$ cat src/hw/pdc_pkg.sv
// Shared types, pin layout, command decoding and timing counts for the
// power-down controller. Assumes a 10 MHz core clock and a CK made by /2.
package pdc_pkg;

   // ************************************************************
   // Clocks and timing
   // ************************************************************
   localparam int CORE_PERIOD_NS = 100;
   localparam int CK_DIV = 2;
   localparam int CK_PERIOD_NS = CORE_PERIOD_NS * CK_DIV;

   // Least times round up, in CK cycles
   function automatic int cyc_min(input int ns, input int nck);
      int c;
      c = (ns + CK_PERIOD_NS - 1) / CK_PERIOD_NS;
      if (c < nck) c = nck;
      if (c < 1) c = 1;
      return c;
   endfunction

   localparam int T_CKE_NS = 5;
   localparam int T_CKE_NCK = 3;
   localparam int T_XP_NS = 6;
   localparam int T_XP_NCK = 3;
   localparam int T_EXIT_DLL_NS = 24;
   localparam int T_EXIT_DLL_NCK = 10;
   localparam int T_ENTRY_CMD_NCK = 1;
   localparam int T_RFC_NS = 160;
   localparam int T_REFI_NS = 7800;
   localparam int PD_REFI_MULT = 9;

   localparam int CKE_CYC = cyc_min(T_CKE_NS, T_CKE_NCK);
   localparam int XP_CYC = cyc_min(T_XP_NS, T_XP_NCK);
   localparam int EXIT_DLL_CYC = cyc_min(T_EXIT_DLL_NS, T_EXIT_DLL_NCK);
   localparam int ENTRY_CMD_CYC = cyc_min(0, T_ENTRY_CMD_NCK);
   localparam int RFC_CYC = cyc_min(T_RFC_NS, 1);
   // Longest time rounds down
   localparam int PD_MAX_CYC = PD_REFI_MULT * (T_REFI_NS / CK_PERIOD_NS);

   // ************************************************************
   // Timer bank
   // ************************************************************
   localparam int TM_W = 9;
   localparam int TM_CKE = 0;
   localparam int TM_XP = 1;
   localparam int TM_EXIT_DLL = 2;
   localparam int TM_RFC = 3;
   localparam int TM_PD_MAX = 4;
   localparam int TM_ENTRY_CMD = 5;
   localparam int TM_N = 6;

   typedef struct packed {
      logic [TM_W-1:0] cnt;
   } pdc_tmr_t;

   typedef struct packed {
      logic ck;
      logic ck_n;
   } pdc_ckgen_t;

   // ************************************************************
   // Pins and commands
   // ************************************************************
   typedef struct packed {
      logic cs_n;
      logic ras_n;
      logic cas_n;
      logic we_n;
      logic [2:0] ba;
      logic [12:0] addr;
   } pdc_cmd_t;

   typedef struct packed {
      logic reset_n;
      logic cke;
      logic termination_ctl_pin;
      pdc_cmd_t cmd;
   } pdc_pins_t;

   localparam pdc_cmd_t NO_OPERATION_CMD = '{cs_n: 1'b0, ras_n: 1'b1, cas_n: 1'b1,
                                             we_n: 1'b1, ba: 3'h0, addr: 13'h0000};

   typedef enum logic [1:0] {ST_RUN, ST_PD, ST_RST} pdc_state_t;

   typedef struct packed {
      pdc_state_t st;
      pdc_pins_t pins;
      logic slow;
      logic dll_bad_pd;
      logic dll_bad;
      logic entered_since_ref;
      logic ack;
      logic precharge_pd;
   } pdc_ctl_t;

   function automatic logic is_no_operation_cmd(input pdc_cmd_t c);
      return c.cs_n || (c.ras_n && c.cas_n && c.we_n);
   endfunction

   function automatic logic is_refresh_cmd(input pdc_cmd_t c);
      return !c.cs_n && !c.ras_n && !c.cas_n && c.we_n;
   endfunction

   function automatic logic is_read_cmd(input pdc_cmd_t c);
      return !c.cs_n && c.ras_n && !c.cas_n && c.we_n;
   endfunction

   function automatic logic is_mode_reg_set_cmd(input pdc_cmd_t c);
      return !c.cs_n && !c.ras_n && !c.cas_n && !c.we_n;
   endfunction

endpackage

$ cat src/hw/pdc_timer.sv
// Down-counter for one timing limit, counted in CK cycles.
// Assumes en_i pulses once per CK cycle and shares the core clock.
`timescale 1ns/1ps
module pdc_timer
   import pdc_pkg::*;
(
   input wire logic core_clk_i,
   input wire logic rst_i,
   input wire logic en_i,
   input wire logic load_i,
   input wire logic [TM_W-1:0] value_i,
   output logic done_o
);

   pdc_tmr_t r;
   pdc_tmr_t nxt;

   always_comb begin
      nxt = r;
      if (en_i) begin
         if (load_i) begin
            nxt.cnt = value_i;
         end else if (r.cnt != '0) begin
            nxt.cnt = r.cnt - 1'b1;
         end
      end
   end

   always_ff @(posedge core_clk_i or posedge rst_i) begin
      if (rst_i) begin
         r <= '0;
      end else begin
         r <= nxt;
      end
   end

   assign done_o = (r.cnt == '0);

endmodule // pdc_timer

$ cat src/hw/pdc_ck_gen.sv
// Divide-by-two generator of the differential memory clock.
// Apart from a memory reset on dram_rst_i, which acts on any core edge with ce_i high, pins update on the core edge that drops CK, so they are stable at its rise.
`timescale 1ns/1ps
module pdc_ck_gen
   import pdc_pkg::*;
(
   input wire logic core_clk_i,
   input wire logic rst_i,
   input wire logic ce_i,
   output logic ck_o,
   output logic ck_n_o,
   output logic tick_o
);

   pdc_ckgen_t r;
   pdc_ckgen_t nxt;

   always_comb begin
      nxt.ck = !r.ck;
      nxt.ck_n = r.ck;
   end

   always_ff @(posedge core_clk_i or posedge rst_i) begin
      if (rst_i) begin
         r <= '{ck: 1'b0, ck_n: 1'b1};
      end else if (ce_i) begin
         r <= nxt;
      end
   end

   assign ck_o = r.ck;
   assign ck_n_o = r.ck_n;
   // Next edge drops CK
   assign tick_o = r.ck && ce_i;

endmodule // pdc_ck_gen

$ cat src/hw/pdc_ctrl.sv
// Host-side power-down controller: forwards user commands to the memory
// pins and enters and leaves power-down under all timing limits.
// Assumes user inputs are on core_clk_i; the memory clock is made here.
`timescale 1ns/1ps

// Notes on behaviour
// - Enter with clock-enable low plus idle command
// - No entry during busy operations
// - Entry allowed while refresh or precharge runs
// - Unlocked DLL at entry needs reset later
// - Idle commands at entry and entry delay
// - Hold clock-enable low, reset high, termination
// - Clock-enable held each level minimum time
// - Power-down shorter than nine refresh intervals
// - Exit with idle command, then wait latency
// - Minimum power-down time before exit
// - DLL exit latency before next entry
// - Idle commands until refresh cycle elapses
// - No second entry within refresh cycle
// - Refresh encoding: select, row, column low
module pdc_ctrl
   import pdc_pkg::*;
(
   input wire logic core_clk_i,
   input wire logic rst_i,
   input wire logic ce_i,
   input wire logic pd_req_i,
   input wire logic op_busy_i,
   input wire logic bank_open_i,
   input wire logic pd_dll_keep_bit_i,
   input wire logic dll_locked_i,
   input wire logic dram_rst_i,
   input wire logic termination_ctl_i,
   input wire logic cmd_valid_i,
   input wire pdc_cmd_t cmd_i,
   output logic cmd_ack_o,
   output pdc_pins_t pins_o,
   output logic ck_o,
   output logic ck_n_o,
   output logic pd_active_o,
   output logic precharge_pd_o,
   output logic dll_reset_needed_o
);

   // ************************************************************
   // Clock and timers
   // ************************************************************
   logic tick;
   logic [TM_N-1:0] tm_load;
   logic [TM_N-1:0] tm_done;
   logic [TM_W-1:0] tm_val [TM_N];

   pdc_ck_gen u_ck (
      .core_clk_i(core_clk_i),
      .rst_i(rst_i),
      .ce_i(ce_i),
      .ck_o(ck_o),
      .ck_n_o(ck_n_o),
      .tick_o(tick)
   );

   assign tm_val[TM_CKE] = TM_W'(CKE_CYC);
   assign tm_val[TM_XP] = TM_W'(XP_CYC);
   assign tm_val[TM_EXIT_DLL] = TM_W'(EXIT_DLL_CYC);
   assign tm_val[TM_RFC] = TM_W'(RFC_CYC);
   assign tm_val[TM_PD_MAX] = TM_W'(PD_MAX_CYC);
   assign tm_val[TM_ENTRY_CMD] = TM_W'(ENTRY_CMD_CYC);

   // Every limit is a loaded down-counter
   generate
      for (genvar i = 0; i < TM_N; i++) begin : g_tm
         pdc_timer u_tm (
            .core_clk_i(core_clk_i),
            .rst_i(rst_i),
            .en_i(tick),
            .load_i(tm_load[i]),
            .value_i(tm_val[i]),
            .done_o(tm_done[i])
         );
      end
   endgenerate

   // ************************************************************
   // Control
   // ************************************************************
   pdc_ctl_t r;
   pdc_ctl_t nxt;
   logic cmd_ok;
   logic entry_ok;
   logic exit_ok;
   logic dll_paths_ok;

   always_comb begin
      // All commands and termination wait for the DLL only after a slow exit
      dll_paths_ok = !r.slow || tm_done[TM_EXIT_DLL];
      cmd_ok = cmd_valid_i && tm_done[TM_XP] && dll_paths_ok
               && (tm_done[TM_RFC] || is_no_operation_cmd(cmd_i))
               && !(is_read_cmd(cmd_i) && r.dll_bad);
      entry_ok = pd_req_i && !cmd_valid_i && !op_busy_i
                 && tm_done[TM_CKE] && tm_done[TM_XP]
                 && tm_done[TM_EXIT_DLL]
                 && !(!tm_done[TM_RFC] && r.entered_since_ref);
      exit_ok = (!pd_req_i || tm_done[TM_PD_MAX])
                && tm_done[TM_CKE] && tm_done[TM_ENTRY_CMD];
   end

   always_comb begin
      nxt = r;
      nxt.ack = 1'b0;
      tm_load = '0;
      if (tick) begin
         case (r.st)
            ST_RST: begin
               nxt.pins.reset_n = 1'b1;
               nxt.pins.cke = 1'b1;
               nxt.pins.cmd = NO_OPERATION_CMD;
               nxt.st = ST_RUN;
               nxt.slow = 1'b0;
               nxt.dll_bad = 1'b0;
               nxt.entered_since_ref = 1'b0;
               tm_load[TM_CKE] = 1'b1;
               // Commands after reset release also wait the exit latency
               tm_load[TM_XP] = 1'b1;
            end
            ST_RUN: begin
               nxt.pins.cmd = NO_OPERATION_CMD;
               if (dll_paths_ok) begin
                  nxt.pins.termination_ctl_pin = termination_ctl_i;
               end
               if (entry_ok) begin
                  // Clock-enable falls with an idle command
                  nxt.pins.cke = 1'b0;
                  nxt.st = ST_PD;
                  nxt.precharge_pd = !bank_open_i;
                  nxt.slow = !bank_open_i && !pd_dll_keep_bit_i;
                  nxt.dll_bad_pd = !dll_locked_i;
                  nxt.entered_since_ref = !tm_done[TM_RFC];
                  tm_load[TM_CKE] = 1'b1;
                  tm_load[TM_PD_MAX] = 1'b1;
                  tm_load[TM_ENTRY_CMD] = 1'b1;
               end else if (cmd_ok) begin
                  nxt.pins.cmd = cmd_i;
                  nxt.ack = 1'b1;
                  if (is_refresh_cmd(cmd_i)) begin
                     tm_load[TM_RFC] = 1'b1;
                     nxt.entered_since_ref = 1'b0;
                  end
                  if (is_mode_reg_set_cmd(cmd_i)) begin
                     nxt.dll_bad = 1'b0;
                  end
               end
            end
            ST_PD: begin
               // Pins frozen apart from clock-enable
               nxt.pins.cmd = NO_OPERATION_CMD;
               if (exit_ok) begin
                  nxt.pins.cke = 1'b1;
                  nxt.st = ST_RUN;
                  nxt.dll_bad = r.dll_bad_pd;
                  tm_load[TM_CKE] = 1'b1;
                  tm_load[TM_XP] = 1'b1;
                  tm_load[TM_EXIT_DLL] = 1'b1;
               end
            end
            default: begin
               nxt.st = ST_RST;
            end
         endcase
      end
      // Reset pin drops at once, leaving power-down
      if (dram_rst_i) begin
         nxt.st = ST_RST;
         nxt.pins.reset_n = 1'b0;
         nxt.pins.cke = 1'b0;
         nxt.pins.termination_ctl_pin = 1'b0;
         nxt.pins.cmd = NO_OPERATION_CMD;
         nxt.ack = 1'b0;
      end
   end

   always_ff @(posedge core_clk_i or posedge rst_i) begin
      if (rst_i) begin
         r <= '{st: ST_RST,
                pins: '{reset_n: 1'b0, cke: 1'b0, termination_ctl_pin: 1'b0,
                        cmd: NO_OPERATION_CMD},
                default: 1'b0};
      end else if (ce_i) begin
         r <= nxt;
      end
   end

   assign pins_o = r.pins;
   assign cmd_ack_o = r.ack;
   assign pd_active_o = (r.st == ST_PD);
   assign precharge_pd_o = r.precharge_pd;
   assign dll_reset_needed_o = r.dll_bad;

   // ************************************************************
   // Checks
   // ************************************************************
   // Ages count core cycles, two per CK
   localparam int PD_LIMIT = 2 * PD_MAX_CYC + 2;
   localparam int DLL_AGE = 2 * EXIT_DLL_CYC - 1;
   localparam int RFC_AGE = 2 * RFC_CYC;
   logic [9:0] pd_age;
   logic [7:0] exit_age;
   logic [7:0] ref_age;
   logic [1:0] falls_since_ref;
   // Delayed copies keep sampled-value calls out of the counters
   logic cke_q;
   logic was_pd;

   always_ff @(posedge core_clk_i or posedge rst_i) begin
      if (rst_i) begin
         pd_age <= 10'h000;
         exit_age <= 8'hff;
         ref_age <= 8'hff;
         falls_since_ref <= 2'h0;
         cke_q <= 1'b0;
         was_pd <= 1'b0;
      end else begin
         cke_q <= r.pins.cke;
         was_pd <= (r.st == ST_PD);
         pd_age <= (r.st == ST_PD) ? pd_age + 10'h001 : 10'h000;
         // Only a rise out of power-down restarts the exit age
         exit_age <= (r.st == ST_RUN && r.pins.cke && !cke_q && was_pd) ? 8'h00 :
                     (exit_age == 8'hff ? exit_age : exit_age + 8'h01);
         if (is_refresh_cmd(r.pins.cmd) && r.ack) begin
            ref_age <= 8'h00;
            falls_since_ref <= 2'h0;
         end else begin
            ref_age <= (ref_age == 8'hff) ? ref_age : ref_age + 8'h01;
            if (cke_q && !r.pins.cke && falls_since_ref != 2'h3) begin
               falls_since_ref <= falls_since_ref + 2'h1;
            end
         end
      end
   end
endmodule // pdc_ctrl

$ cat config.mk
export PLATFORM = sky130hd
export DESIGN_NAME = pdc_ctrl
export DESIGN_NICKNAME = d
export VERILOG_FILES = /design/src/hw/pdc_pkg.sv /design/src/hw/pdc_timer.sv /design/src/hw/pdc_ck_gen.sv /design/src/hw/pdc_ctrl.sv
export SDC_FILE = /design/constraint.sdc
export NUM_CORES = 1
export LEC_CHECK = 0
export BUFFER_PORTS_ARGS = -buffer_cell sky130_fd_sc_hd__buf_4
export CAP_MARGIN = 5
export CORE_MARGIN = 2
export CORE_UTILIZATION = 24
export DETAILED_ROUTE_END_ITERATION = 6
export HOLD_SLACK_MARGIN = 0.02
export PLACE_DENSITY_LB_ADDON = 0.05
export SYNTH_ARGS = -nofsm -noshare
export SYNTH_HDL_FRONTEND = slang
export SYNTH_SLANG_ARGS = --single-unit
$ cat constraint.sdc
create_clock -name core_clk_i -period 4.5 [get_ports core_clk_i]
set_input_delay 0.225 -clock core_clk_i [delete_from_list [all_inputs] [get_ports core_clk_i]]
set_output_delay 0.225 -clock core_clk_i [all_outputs]
set_load 0.02 [all_outputs]
==> qor.txt <==
syn avg cell area - 10.1 um2
Vias - 3509
most frequent cells after synthesis - dfrtp_1 (82), nor2_1 (46), inv_1 (27)
synthesized instance count - 469
Tmin final - 3.10 ns
wire length per cell - 15.1 um
# DRC - 0
max incr delay on CP - 0.74 ns
Setup-failing EPs final - 0
EDFF count, synth - 0
most common cell in the netlist - dfrtp_1
drt initial violations - 186
Setup Skew - 0.0122 ns
critical path required time - 4.76 ns
Detail Placement HPWL - 8.15 mm
status - complete, no violations
Die Height - 144 um
core box area - 0.0194 mm2
crit-path cells - inv_1 -> ha_1 -> nor4b_2 -> nand2_2 -> a2111oi_4 -> and3_1 -> mux2i_1
Critical Path AT - 3.36 ns
Slew Viols, Final - 0
Worst path top cell family by delay - simple AND/OR/NAND/NOR gates
PD cells - 565 mW/mm2
Setup Buffers After CTS - 0
Longest Clk Path Bufs - 2
worst-path maximum fanout - 12
n_diodes - 0
fraction of layout cells with a size suffix above 1 - 0.196
total negative slack - 0 ns
f_max - 323 MHz
first-pass GRT wire length - 18.8 mm
Yosys cell types - 61
largest area contributor in the netlist - dfrtp_1
Fill cells - 2065
endpoints failing hold - 0
RSZ-0062 raised after global routing - false
Async SR Flop Fraction - 1.00
slowest CP cell - a2111oi_4
CTS tree - built
All-Layer GR Usage - 0.116
initial antenna violation count - 0
pin count of the biggest net entering global routing - 54
CP Buf/Inv Count - 1
synth-to-layout area growth - 19.3%
Num CTS Buffers - 9
Synth Register Bits - 87
gr ovfl total - 0
Main synth FF type - dfrtp_1
starting density of the core - 0.243
full die area - 0.0208 mm2
Post-Synthesis Cell Area - 0.00472 mm2
DRT Wirelength - 11.7 mm
Die X - 144 um
crit path kind - reg2reg
register area share after synthesis - 0.463
Root Buffer - clkbuf_16
Placer Congestion - 0.729
Yosys warnings - 0
cts hold-fix bufs - 1
max_cap viols - 0
drt pass-1 iters - 4
IO Pins - 60
Max rail drop VDD - 0.213 mV
vias in the first global route - 3532
clock latency on the worst-skew pair - 0.35 ns
DR vias/cell - 4.52
clock slew seen by the registers of the worst setup and hold paths - 0.07 ns
# clock sinks - 87
final core utilization - 0.290
Area contributors post-synth - dfrtp_1 (43%), ha_1 (4.5%), buf_4 (3.8%)
Slew @ Worst Pin - 0.864 ns
Final nets - 554
top-area cell type share of the netlist area - 0.435
antenna viol nets, final - 0
Leak - 2.52 nW
Final Cycle Share - 0.689
Post-CTS Resized - 0
HP Class - in2reg
# rows - 51
post-synthesis net count - 517
Setup crit start kind - register
max_slew headroom - 0.417
port buffer count - 59
element type at the critical path end - register
H-tree depth - 3
cells by family after synthesis:
logic type               count (synthesis)  share of synthesized area
XOR/XNOR                                36                     0.0668
flip-flops                              87                      0.463
buffers and inverters                   66                     0.0743
multiplexers                             8                     0.0170
adder cells (fa/ha/maj)                 17                     0.0451
AND/OR/NAND/NOR                        154                      0.177
AO/OA/AOI/OAI                          101                      0.157
metrics by stage:
stage,instance area [um2],power (mW),hold WS [ns],std cells,setup WS (ns)
global placement,5290,2.35,0.336,759,1.49
detailed placement,5290,2.35,0.340,759,1.40
global route,5630,3.42,0.0610,776,1.09
floorplan,4720,2.06,0.313,469,2.03
CTS,5630,3.23,0.0520,776,1.36
finish,5630,3.18,0.0682,776,1.40
per-layer routing:
| layer | share of wire | wire length (um) | vias to the layer above | track usage |
|---|---|---|---|---|
| li1 | - | - | 1718 | - |
| met1 | 0.50 | 5870 | 1697 | 0.159 |
| met2 | 0.44 | 5110 | 88 | 0.183 |
| met3 | 0.050 | 579 | 6 | 0.0232 |
| met4 | 0.012 | 140 | 0 | 0.0445 |
| met5 | 0 | 0 | - | 0 |
placed cells by master, fill, tap and decap left out, types with 18 or more instances in the layout:
cell and count:
a21oi_1 21, a22o_1 20, buf_4 64, dfrtp_1 82, inv_1 26, nand2_1 26, nor2_1 46, o21ai_0 18
xnor2_1 18, xor2_1 18
final timing paths:
kind | start | end | slack, ns | depth (start not counted)
worst max-delay path | g_tm[3].u_tm.r[1] | r[4] | 1.40 | 7
worst min-delay path | bank_open_i | precharge_pd_o | 0.07 | 2
worst max register to register | g_tm[3].u_tm.r[1] | r[4] | 1.40 | 7
worst min register to register | u_ck.ck_n_o | u_ck.ck_n_o | 0.48 | 2
max in group asynchronous | rst_i | g_tm[2].u_tm.r[4] | 2.83 | 4
min in group asynchronous | rst_i | g_tm[0].u_tm.r[2] | 0.51 | 3
registers in the layout, indices dropped and copies added (netlist names):
signal and count:
u_ck.ck_n_o 1, dll_reset_needed_o 1, precharge_pd_o 1, pins_o 23, r 5, u_ck.ck_o 1
cmd_ack_o 1, g_tm.u_tm.r 54
power breakdown:
part           total [mW]  switching, mW  internal [mW]
Clock               0.846          0.340          0.505
Combinational        1.04          0.598          0.439
Sequential           1.30          0.264           1.03
area by class of cell:
type	instances	area (um2)	share of cell area
Clock buffer	10	239	0.0425
Clock inverter	6	92.6	0.0164
Inverter	27	103	0.0182
Multi-Input combinational cell	316	2190	0.389
Sequential cell	87	2180	0.388
Tap cell	265	332	0.0589
Timing Repair Buffer	65	490	0.0871
Power figures use the tool's default switching activity.
